**src/txdma_pkg.sv**
```systemverilog
// Shared constants, types and register map of the transmit channel state block
package txdma_pkg;
    // Register offsets (byte addresses, one word each)
    localparam logic [7:0] OFF_QUEUE_FRONT = 8'h00;
    localparam logic [7:0] OFF_SOP_DESC = 8'h04;
    localparam logic [7:0] OFF_CURR_DESC = 8'h08;
    localparam logic [7:0] OFF_BUF_ADDR = 8'h0c;
    localparam logic [7:0] OFF_BUF_FLAGS = 8'h10;
    localparam logic [7:0] OFF_PKT_LEN = 8'h14;
    localparam logic [7:0] OFF_IRQ_STATUS = 8'h18;
    localparam logic [7:0] OFF_IRQ_ENABLE = 8'h1c;
    localparam logic [7:0] OFF_IRQ_CLEAR = 8'h20;
    // Field positions
    localparam int PTR_LSB = 2;
    localparam int IN_PKT_BIT = 0;
    localparam int CUT_BIT = 1;
    localparam int TAG_LSB = 24;
    localparam int LAST_BIT = 17;
    localparam int FIRST_BIT = 16;
    localparam int REM_LSB = 16;
    // Reset values
    localparam logic [31:0] RESET_WORD = 32'h0000_0000;
    // Interrupt events
    localparam int IRQ_BITS = 3;
    localparam int EV_PKT_START = 0;
    localparam int EV_PKT_DONE = 1;
    localparam int EV_CUT = 2;

    // Register bus request
    typedef struct packed {
        logic [7:0] addr;
        logic [31:0] wdata;
        logic wr;
        logic rd;
    } reg_req_type;

    // Start-of-packet descriptor fields handed in by the fetch logic
    typedef struct packed {
        logic [29:0] desc_ptr;
        logic [31:0] buf_addr;
        logic [15:0] buf_len;
        logic [15:0] pkt_len;
        logic [7:0] tag;
        logic last;
    } sop_desc_type;

    // Follow-on buffer descriptor fields
    typedef struct packed {
        logic [29:0] desc_ptr;
        logic [31:0] buf_addr;
        logic [15:0] buf_len;
        logic last;
    } next_desc_type;

    // Channel states
    typedef enum logic [2:0] {
        ST_IDLE = 3'b001,
        ST_SEND = 3'b010,
        ST_WAIT = 3'b100
    } chan_state_type;
endpackage

```
**src/txdma_regfile.sv**
```systemverilog
// Read-data mux register for the channel state words
`timescale 1ns/10ps
module txdma_regfile #(
    parameter int WORDS = 9
) (
    // Clock and reset
    input wire logic clk_i,
    input wire logic rst_b_i,
    // Lookup
    input wire logic rd_i,
    input wire logic [7:0] addr_i,
    input wire logic [WORDS*32-1:0] words_i,
    // Answer
    output logic [31:0] rdata_o
);
    // Elaboration check: the six-bit word index serves at most 64 words
    if (WORDS < 1 || WORDS > 64) begin : g_words_check
        $error("WORDS out of range");
    end
    logic [31:0] pick; // Selected word
    // Pick the word at the aligned index, unmapped reads as zero
    always_comb begin
        pick = 32'h0000_0000;
        if (addr_i[1:0] == 2'h0 && 32'(addr_i[7:2]) < WORDS) begin
            pick = words_i[addr_i[7:2]*32 +: 32];
        end
    end
    // Read data registered, valid in the cycle after the strobe
    always_ff @(posedge clk_i or negedge rst_b_i) begin
        if (!rst_b_i) begin
            rdata_o <= 32'h0000_0000;
        end else if (rd_i) begin
            rdata_o <= pick;
        end else begin
            rdata_o <= 32'h0000_0000;
        end
    end
endmodule

```
**src/txdma_chan.sv**
```systemverilog
// Transmit channel state words of a descriptor-driven DMA engine
//
// Behaviour
// [RULE1] Word one bits 31:2 hold first-descriptor pointer
// [RULE2] Word one bit 0 marks packet in progress
// [RULE3] Word two bits 31:2 hold active descriptor
// [RULE4] Word two bit 1 flags early cut
// [RULE5] Word three holds active byte address
// [RULE6] Word four bits 31:24 carry tag byte
// [RULE7] Word four bit 17 marks last buffer
// [RULE8] Word four bit 16 marks first buffer
// [RULE9] Word four bits 15:0 hold buffer bytes left
// [RULE10] Word five bits 31:16 hold bytes before cut
// [RULE11] Word five bits 15:0 loaded from packet length
// [RULE12] Packet length goes into the trailer
// [RULE13] Word zero bits 31:2 hold queue front pointer
// [RULE14] Software writes state only while idle; the code takes writes in any state, below hardware updates
`timescale 1ns/10ps
module txdma_chan
    import txdma_pkg::*;
(
    // Clock and reset
    input wire logic CLK_I,
    input wire logic RST_B_I,
    // Register port
    input wire txdma_pkg::reg_req_type REG_REQ_I,
    output logic [31:0] REG_RDATA_O,
    // Descriptor fetch side
    input wire logic SOP_VALID_I,
    input wire txdma_pkg::sop_desc_type SOP_DESC_I,
    input wire logic NEXT_VALID_I,
    input wire txdma_pkg::next_desc_type NEXT_DESC_I,
    output logic NEED_DESC_O,
    // Endpoint byte side
    input wire logic BYTE_TAKE_I,
    output logic BYTE_REQ_O,
    output logic [31:0] BYTE_ADDR_O,
    output logic BYTE_LAST_O,
    // Trailer and tag out
    output logic TRAILER_VALID_O,
    output logic [15:0] TRAILER_LEN_O,
    output logic [7:0] TAG_OUT_O,
    // Interrupt
    output logic IRQ_O
);
    import txdma_pkg::*;

    ////////////////////////////////////////////////////////////////////////////
    // State words
    logic [29:0] queue_front_pointer; // Head of high-priority queue
    logic [29:0] first_desc_pointer; // First descriptor of packet
    logic in_packet; // Packet in progress
    logic [29:0] active_desc_pointer; // Descriptor being sent from
    logic early_cut_flag; // Cut inside non-last buffer
    logic [31:0] active_byte_address; // Byte being read
    logic [7:0] tag_byte; // Packet tag
    logic last_buffer_flag; // Current buffer is last
    logic first_buffer_flag; // Current buffer is first
    logic [15:0] buffer_bytes_left; // Bytes left in buffer
    logic [15:0] bytes_before_cut; // Bytes left before cut
    logic [15:0] packet_length; // Whole packet length
    chan_state_type state; // Channel sequencer
    logic [IRQ_BITS-1:0] irq_status; // Sticky events
    logic [IRQ_BITS-1:0] irq_enable; // Event enables
    logic [IRQ_BITS-1:0] events; // One-cycle events

    logic wr; // Software write strobe, not gated by state
    logic take; // A byte leaves this cycle
    logic buf_end; // Byte taken is last of buffer
    logic cut_now; // Byte taken is last before cut
    logic pkt_end; // Packet ends this cycle

    assign wr = REG_REQ_I.wr;
    assign take = (state == ST_SEND) && BYTE_TAKE_I;
    assign buf_end = take && (buffer_bytes_left == 16'h0001);
    assign cut_now = take && (bytes_before_cut == 16'h0001);
    assign pkt_end = cut_now || (buf_end && last_buffer_flag);

    ////////////////////////////////////////////////////////////////////////////
    // Channel sequencer
    // Idle waits for a start descriptor, send moves bytes, wait fetches more
    always_ff @(posedge CLK_I or negedge RST_B_I) begin
        if (!RST_B_I) begin
            state <= ST_IDLE;
        end else begin
            unique case (state)
                ST_IDLE: begin
                    if (SOP_VALID_I) begin
                        state <= ST_SEND;
                    end
                end
                ST_SEND: begin
                    if (pkt_end) begin
                        state <= ST_IDLE;
                    end else if (buf_end) begin
                        state <= ST_WAIT;
                    end
                end
                ST_WAIT: begin
                    if (NEXT_VALID_I) begin
                        state <= ST_SEND;
                    end
                end
            endcase
        end
    end

    ////////////////////////////////////////////////////////////////////////////
    // Word zero: queue front, software owned
    always_ff @(posedge CLK_I or negedge RST_B_I) begin
        if (!RST_B_I) begin
            queue_front_pointer <= RESET_WORD[31:PTR_LSB];
        end else if (wr && REG_REQ_I.addr == OFF_QUEUE_FRONT) begin
            queue_front_pointer <= REG_REQ_I.wdata[31:PTR_LSB]; // RULE13
        end
    end

    // Word one: first descriptor pointer and in-packet flag
    always_ff @(posedge CLK_I or negedge RST_B_I) begin
        if (!RST_B_I) begin
            first_desc_pointer <= RESET_WORD[31:PTR_LSB];
            in_packet <= 1'b0;
        end else if (state == ST_IDLE && SOP_VALID_I) begin
            first_desc_pointer <= SOP_DESC_I.desc_ptr; // RULE1
            in_packet <= 1'b1; // RULE2
        end else if (pkt_end) begin
            in_packet <= 1'b0; // RULE2
        end else if (wr && REG_REQ_I.addr == OFF_SOP_DESC) begin
            first_desc_pointer <= REG_REQ_I.wdata[31:PTR_LSB]; // RULE14
            in_packet <= REG_REQ_I.wdata[IN_PKT_BIT];
        end
    end

    // Word two: active descriptor and early cut flag
    always_ff @(posedge CLK_I or negedge RST_B_I) begin
        if (!RST_B_I) begin
            active_desc_pointer <= RESET_WORD[31:PTR_LSB];
            early_cut_flag <= 1'b0;
        end else if (state == ST_IDLE && SOP_VALID_I) begin
            active_desc_pointer <= SOP_DESC_I.desc_ptr; // RULE3
            early_cut_flag <= 1'b0;
        end else if (state == ST_WAIT && NEXT_VALID_I) begin
            active_desc_pointer <= NEXT_DESC_I.desc_ptr; // RULE3
        end else if (cut_now && !last_buffer_flag) begin
            // Only a cut inside a buffer not marked last counts
            early_cut_flag <= 1'b1; // RULE4
        end else if (wr && REG_REQ_I.addr == OFF_CURR_DESC) begin
            active_desc_pointer <= REG_REQ_I.wdata[31:PTR_LSB];
            early_cut_flag <= REG_REQ_I.wdata[CUT_BIT];
        end
    end

    // Word three: byte address, advances per byte taken
    always_ff @(posedge CLK_I or negedge RST_B_I) begin
        if (!RST_B_I) begin
            active_byte_address <= RESET_WORD;
        end else if (state == ST_IDLE && SOP_VALID_I) begin
            active_byte_address <= SOP_DESC_I.buf_addr; // RULE5
        end else if (state == ST_WAIT && NEXT_VALID_I) begin
            active_byte_address <= NEXT_DESC_I.buf_addr; // RULE5
        end else if (take) begin
            active_byte_address <= active_byte_address + 32'h0000_0001; // RULE5
        end else if (wr && REG_REQ_I.addr == OFF_BUF_ADDR) begin
            active_byte_address <= REG_REQ_I.wdata;
        end
    end

    // Word four: tag, buffer flags, bytes left in buffer
    always_ff @(posedge CLK_I or negedge RST_B_I) begin
        if (!RST_B_I) begin
            tag_byte <= 8'h00;
            last_buffer_flag <= 1'b0;
            first_buffer_flag <= 1'b0;
            buffer_bytes_left <= 16'h0000;
        end else if (state == ST_IDLE && SOP_VALID_I) begin
            tag_byte <= SOP_DESC_I.tag; // RULE6
            last_buffer_flag <= SOP_DESC_I.last; // RULE7
            first_buffer_flag <= 1'b1; // RULE8
            buffer_bytes_left <= SOP_DESC_I.buf_len; // RULE9
        end else if (state == ST_WAIT && NEXT_VALID_I) begin
            last_buffer_flag <= NEXT_DESC_I.last; // RULE7
            first_buffer_flag <= 1'b0; // RULE8
            buffer_bytes_left <= NEXT_DESC_I.buf_len; // RULE9
        end else if (take) begin
            buffer_bytes_left <= buffer_bytes_left - 16'h0001; // RULE9
        end else if (wr && REG_REQ_I.addr == OFF_BUF_FLAGS) begin
            tag_byte <= REG_REQ_I.wdata[31:TAG_LSB];
            last_buffer_flag <= REG_REQ_I.wdata[LAST_BIT];
            first_buffer_flag <= REG_REQ_I.wdata[FIRST_BIT];
            buffer_bytes_left <= REG_REQ_I.wdata[15:0];
        end
    end

    // Word five: bytes before cut and packet length
    always_ff @(posedge CLK_I or negedge RST_B_I) begin
        if (!RST_B_I) begin
            bytes_before_cut <= 16'h0000;
            packet_length <= 16'h0000;
        end else if (state == ST_IDLE && SOP_VALID_I) begin
            bytes_before_cut <= SOP_DESC_I.pkt_len; // RULE10
            packet_length <= SOP_DESC_I.pkt_len; // RULE11
        end else if (take) begin
            bytes_before_cut <= bytes_before_cut - 16'h0001; // RULE10
        end else if (wr && REG_REQ_I.addr == OFF_PKT_LEN) begin
            bytes_before_cut <= REG_REQ_I.wdata[31:REM_LSB];
            packet_length <= REG_REQ_I.wdata[15:0];
        end
    end

    ////////////////////////////////////////////////////////////////////////////
    // Trailer: packet length handed out as the packet closes
    always_ff @(posedge CLK_I or negedge RST_B_I) begin
        if (!RST_B_I) begin
            TRAILER_VALID_O <= 1'b0;
            TRAILER_LEN_O <= 16'h0000;
        end else begin
            TRAILER_VALID_O <= pkt_end;
            if (pkt_end) begin
                TRAILER_LEN_O <= packet_length; // RULE12
            end
        end
    end

    // Byte side outputs
    assign BYTE_REQ_O = (state == ST_SEND);
    assign BYTE_LAST_O = pkt_end;
    assign NEED_DESC_O = (state == ST_WAIT);
    always_ff @(posedge CLK_I or negedge RST_B_I) begin
        if (!RST_B_I) begin
            BYTE_ADDR_O <= 32'h0000_0000;
            TAG_OUT_O <= 8'h00;
        end else begin
            BYTE_ADDR_O <= active_byte_address;
            TAG_OUT_O <= tag_byte; // RULE6
        end
    end

    ////////////////////////////////////////////////////////////////////////////
    // Interrupts: sticky status, set wins over clear
    assign events[EV_PKT_START] = (state == ST_IDLE) && SOP_VALID_I;
    assign events[EV_PKT_DONE] = pkt_end;
    assign events[EV_CUT] = cut_now && !last_buffer_flag; // RULE4
    always_ff @(posedge CLK_I or negedge RST_B_I) begin
        if (!RST_B_I) begin
            irq_status <= '0;
        end else begin
            for (int i = 0; i < IRQ_BITS; i++) begin
                if (events[i]) begin
                    irq_status[i] <= 1'b1;
                end else if (wr && REG_REQ_I.addr == OFF_IRQ_CLEAR && REG_REQ_I.wdata[i]) begin
                    irq_status[i] <= 1'b0;
                end
            end
        end
    end
    // Enable register
    always_ff @(posedge CLK_I or negedge RST_B_I) begin
        if (!RST_B_I) begin
            irq_enable <= '0;
        end else if (wr && REG_REQ_I.addr == OFF_IRQ_ENABLE) begin
            irq_enable <= REG_REQ_I.wdata[IRQ_BITS-1:0];
        end
    end
    assign IRQ_O = |(irq_status & irq_enable);

    ////////////////////////////////////////////////////////////////////////////
    // Read path
    logic [9*32-1:0] words; // Word images, index order
    assign words = {32'h0000_0000,
                    {29'h0, irq_enable},
                    {29'h0, irq_status},
                    {bytes_before_cut, packet_length},
                    {tag_byte, 6'h00, last_buffer_flag, first_buffer_flag, buffer_bytes_left},
                    active_byte_address,
                    {active_desc_pointer, early_cut_flag, 1'b0},
                    {first_desc_pointer, 1'b0, in_packet},
                    {queue_front_pointer, 2'h0}};
    txdma_regfile #(.WORDS(9)) u_rd (
        .clk_i(CLK_I),
        .rst_b_i(RST_B_I),
        .rd_i(REG_REQ_I.rd),
        .addr_i(REG_REQ_I.addr),
        .words_i(words),
        .rdata_o(REG_RDATA_O)
    );

    ////////////////////////////////////////////////////////////////////////////
    // Checks
    chk_start_loads: assert property (@(posedge CLK_I) disable iff (!RST_B_I) // RULE2
        (state == ST_IDLE && SOP_VALID_I) |=> in_packet && first_buffer_flag)
        else $error("start did not load packet state");
    chk_sop_ptr: assert property (@(posedge CLK_I) disable iff (!RST_B_I) // RULE1
        (state == ST_IDLE && SOP_VALID_I) |=>
        first_desc_pointer == $past(SOP_DESC_I.desc_ptr))
        else $error("first descriptor pointer not loaded");
    chk_end_clears: assert property (@(posedge CLK_I) disable iff (!RST_B_I) // RULE2
        pkt_end |=> !in_packet && state == ST_IDLE)
        else $error("packet end did not clear flag");
    chk_addr_step: assert property (@(posedge CLK_I) disable iff (!RST_B_I) // RULE5
        (take && !pkt_end && !buf_end) |=>
        active_byte_address == $past(active_byte_address) + 32'h0000_0001)
        else $error("byte address did not advance");
    chk_left_step: assert property (@(posedge CLK_I) disable iff (!RST_B_I) // RULE9
        take |=> buffer_bytes_left == $past(buffer_bytes_left) - 16'h0001)
        else $error("buffer count did not step");
    chk_cut_step: assert property (@(posedge CLK_I) disable iff (!RST_B_I) // RULE10
        take |=> bytes_before_cut == $past(bytes_before_cut) - 16'h0001)
        else $error("remaining count did not step");
    chk_trailer_len: assert property (@(posedge CLK_I) disable iff (!RST_B_I) // RULE12
        pkt_end |=> TRAILER_VALID_O && TRAILER_LEN_O == $past(packet_length))
        else $error("trailer length wrong");
    chk_early_cut: assert property (@(posedge CLK_I) disable iff (!RST_B_I) // RULE4
        (cut_now && !last_buffer_flag) |=> early_cut_flag)
        else $error("early cut not flagged");
    // A cut that lands in the last buffer is an ordinary end, never flagged
    chk_cut_last: assert property (@(posedge CLK_I) disable iff (!RST_B_I) // RULE4
        (cut_now && last_buffer_flag) |=> !early_cut_flag)
        else $error("cut in last buffer flagged");
    chk_len_load: assert property (@(posedge CLK_I) disable iff (!RST_B_I) // RULE11
        (state == ST_IDLE && SOP_VALID_I) |=> packet_length == $past(SOP_DESC_I.pkt_len)
        && tag_byte == $past(SOP_DESC_I.tag))
        else $error("packet length or tag not loaded");
    cov_packet: cover property (@(posedge CLK_I) disable iff (!RST_B_I) pkt_end);
    cov_second_buf: cover property (@(posedge CLK_I) disable iff (!RST_B_I)
        state == ST_WAIT ##1 state == ST_SEND);
    cov_cut: cover property (@(posedge CLK_I) disable iff (!RST_B_I) events[EV_CUT]);
endmodule

```
**config.mk**
```make
export PLATFORM = sky130hd
export DESIGN_NAME = txdma_chan
export DESIGN_NICKNAME = d
export VERILOG_FILES = /design/src/txdma_pkg.sv /design/src/txdma_regfile.sv /design/src/txdma_chan.sv
export SDC_FILE = /design/constraint.sdc
export NUM_CORES = 1
export LEC_CHECK = 0
export ABC_AREA = 1
export BUFFER_PORTS_ARGS = -buffer_cell sky130_fd_sc_hd__buf_2
export CAP_MARGIN = 20
export CELL_PAD_IN_SITES_DETAIL_PLACEMENT = 1
export CELL_PAD_IN_SITES_GLOBAL_PLACEMENT = 1
export CORE_MARGIN = 1
export CORE_UTILIZATION = 43
export DETAILED_ROUTE_END_ITERATION = 12
export HOLD_SLACK_MARGIN = 0.15
export PLACE_DENSITY_LB_ADDON = 0.1
export SLEW_MARGIN = 20
export SYNTH_ARGS = -nofsm -noshare
export SYNTH_HDL_FRONTEND = slang
export SYNTH_SLANG_ARGS = --single-unit
export TNS_END_PERCENT = 10
```
**constraint.sdc**
```tcl
create_clock -name CLK_I -period 2.9 [get_ports CLK_I]
set_clock_uncertainty 0.1 [all_clocks]
set_input_delay 0.145 -clock CLK_I [delete_from_list [all_inputs] [get_ports CLK_I]]
set_output_delay 0.145 -clock CLK_I [all_outputs]
set_load 0.01 [all_outputs]
```
==> flow_summary.yaml <==
outcome:
  status: "complete, but fails checks"
  failed_checks: "setup timing"
worst_setup_path:
  crit_fanout: 60
  critical_path_required_ps: 3260
  path_cells: "inv_1, nand3_1, nor2_4, buf_6, nand4_1, nand2_1, buf_12, nand2_1, o21ai_1, dlygate4sd3_1"
  cp_num_cells: 10
  reg2reg_depth: 10
  slowest_delay_ps: 580
  cp_slowest_cell: "dlygate4sd3_1"
  cp_num_buf_inv: 4
  r2r_setup_slack_ps: -30
  critPathMostFrequentCell: "nand2_1"
  crit_family: "buffers and inverters"
  cp_data_arrival_time_ps: 3290
  cp-start-kind: "flip-flop"
  worstSetupPathType: "flip-flop to flip-flop"
  critPathCaptureType: "flip-flop"
floorplan:
  dieArea_um2: 36000
  coreArea_um2: 34600
  rows: 68
  fp.dieH_um: 190
  die_x_um: 190
  pin_count: 322
  start_util_pct: 43.8
placement:
  hpwl_um: 50200
  io_buffers: 321
  gp_congestion: 0.956
drt:
  wire_per_inst_um: 26.4
  ant_nets: 0
  drt_iter0_markers: 1553
  drc: 0
  dr.pass1.iters: 5
  via_count: 18200
  viasPerCell: 5.88
  drt_wl_total_um: 81800
sta:
  slew_headroom_pct: 52.3
  fmax_ghz: 0.342
  worstMarginPinSlew_ps: 714
  finalSetupViolCount: 2
  finalCritPeriodShare_pct: 101
  setup_slack_ps: -26.2
  rsz0062_at_grt: "yes"
  setup-tns-final_ps: -38.7
  period_minus_slack_ps: 2930
  hold_violations: 0
  slew_viol_final: 0
clock_tree:
  cts_tree: "built"
  post_cts_buffers: 0
  cts_sinks: 280
  cts_max_path_buffers: 3
  h-tree-depth: 2
  cts-root-buf: "clkbuf_16"
  cts_made_buffers: 34
  insertion_delay_ps: 540
  path_clk_slew_ps: 60
logic_synthesis:
  synthArstFlopShare_pct: 100
  yosysUniqueCellTypes: 49
  yosysWarnings: 0
  synth_top_cell_area_share_pct: 46.0
  synth-simple-area-share_pct: 26.7
  synthTopCellsByArea: "dfrtp_1, nand2_1, o21ai_0"
  ys_seq_area_share_pct: 46.2
  syn_area_um2: 15200
  synth.area.mux_share_pct: 1.26
  syn_nets: 2308
  synth_top_family_by_area: "simple AND/OR/NAND/NOR gates"
  synth_xor_area_share_pct: 1.10
  synth-main-ff-cell: "dfrtp_1"
  synth_top_cell_by_area: "dfrtp_1"
  synth_edf_count: 0
  ys_ff_latch: 280
  synthCells: 2074
  synth_fa_ha_area_share_pct: 0.412
  syn_avg_cell_area_um2: 7.31
  synth_compound_area_share_pct: 17.2
pwr:
  p_leak_nw: 10.8
  ir_drop_uv: 393
  p_per_area_nw_per_um2: 519
cells_and_area:
  nets: 2853
  area_growth_pct: 38.9
  drive_gt1_share_pct: 17.8
  final_util_pct: 60.9
  fillCellCount: 4343
grt:
  grt.total_usage_pct: 44.4
  met3_usage_pct: 6.55
  use_met2_pct: 74.2
  gr-total-overflow: 0
  antenna_found_initial: 5
  grt_pass1_wl_um: 119000
  global_route.usage.met1_pct: 52.5
  grt_pass1_vias: 19400
  busiest_layer: "met2"
  grt_max_degree: 108
worst_hold_path:
  min_path_type: "primary input to flip-flop"
  holdPathStages: 6
run:
  maxCapViolCount: 0
repair_timing:
action | CTS | global route
endpoints found under the setup margin | 0 | 42
gates resized for setup | 0 | 24
endpoints found under the hold margin | 497 | 0
hold buffers | 245 | 0
routing by layer:
metal,up-vias,part of all wire (%)
li1,7818,-
met4,0,7.6
met3,317,7.1
met2,1078,48
met5,-,0
met1,9030,37
where the power goes:
part           switching, mW  total [mW]  internal, mW
logic                   1.18        1.89         0.714
registers              0.280        4.43          4.15
clock network           1.84        4.61          2.77
total                   3.30        10.9          7.64
area by class of cell:
type	instances	area (um2)	share of cell area [%]
diodes	6	15.0	0.0713
clock buffers	44	992	4.71
clock inverters	15	185	0.879
inverters	162	623	2.96
multi-input cells	1532	7110	33.7
flip-flops and latches	280	7010	33.3
well taps	455	569	2.70
repair buffers	609	4570	21.7
flip-flops by register name, summed over array words and instances, names as in the netlist, 8 cells and up:
register             flops
buffer_bytes_left       16
packet_length           16
TRAILER_LEN_O           16
active_byte_address     32
tag_byte                 8
u_rd.rdata_o            32
bytes_before_cut        16
first_desc_pointer      30
BYTE_ADDR_O             32
TAG_OUT_O                8
queue_front_pointer     30
active_desc_pointer     30
cells in the mapped netlist (2+ instances only):
| cell | count |
|---|---|
| nand2_1 | 687 |
| ha_1 | 5 |
| a31oi_1 | 2 |
| nand3_1 | 58 |
| nor2_4 | 2 |
| o22ai_1 | 13 |
| a21oi_2 | 2 |
| nor2_2 | 3 |
| buf_1 | 2 |
| o211ai_1 | 6 |
| a21o_1 | 8 |
| nor3_1 | 14 |
| nand4_1 | 15 |
| a41oi_1 | 3 |
| a22o_1 | 33 |
| o221ai_1 | 2 |
| o21ai_0 | 203 |
| a22oi_1 | 11 |
| nor2_1 | 230 |
| a21oi_1 | 146 |
| xor2_1 | 19 |
| nand2_2 | 5 |
| mux2_2 | 17 |
| nand3b_1 | 3 |
| inv_1 | 152 |
| or2_2 | 2 |
| dfrtp_1 | 279 |
| o21ai_1 | 28 |
| o21a_1 | 2 |
| buf_6 | 3 |
| buf_2 | 57 |
| inv_2 | 9 |
| clkbuf_1 | 37 |
cells by family (layout without fill, tap and decap cells):
group | after synthesis | count (layout)
muxes | 17 | 17
DFF | 280 | 280
xor gates and xnor gates | 19 | 19
AOI/OAI and AO/OA | 467 | 467
buffers and inverters | 262 | 830
and+or+nand+nor | 1024 | 1024
other | 0 | 6
adders and majority gates | 5 | 5
worst min-delay path, stage by stage:
cell	delay (ps)
buf_2	120
inv_1	100
nor2_4	90
buf_6	180
nand2_1	80
a22oi_1	60
final timing paths:
check                             from                      end
max in group asynchronous      RST_B_I        TRAILER_LEN_O[13]
hold reg to reg            tag_byte[7]             TAG_OUT_O[7]
min in group asynchronous      RST_B_I        TRAILER_LEN_O[10]
setup / recovery              state[2]  active_desc_pointer[24]
hold / removal             BYTE_TAKE_I     bytes_before_cut[14]
setup reg to reg              state[2]  active_desc_pointer[24]
placed cells by master (no fill, tap or decap), types with 17 or more instances in the layout:
cell	count
nand3_1	58
buf_2	320
nand2_1	685
o21ai_1	28
xor2_1	19
dlygate4sd3_1	245
a22o_1	33
nor2_1	228
a21oi_1	146
inv_1	152
mux2_2	17
dfrtp_1	279
buf_4	27
clkbuf_16	38
o21ai_0	203
per-stage QoR:
stage          worst slack [ps]  instances  power, mW  hold slack, ps  cell area, um2
3_5_place_dp                380       2792       5.97            92.2           17300
4_1_cts                    12.3       3096       10.8             183           20900
2_1_floorplan              1060       2074       5.15            -251           15200
6_report                  -26.2       3103       10.9             195           21100
5_1_grt                    -116       3102       11.2             241           21100
3_3_place_gp                439       2792       5.92            87.3           17300
No activity file was read; power rests on OpenSTA's default activity.
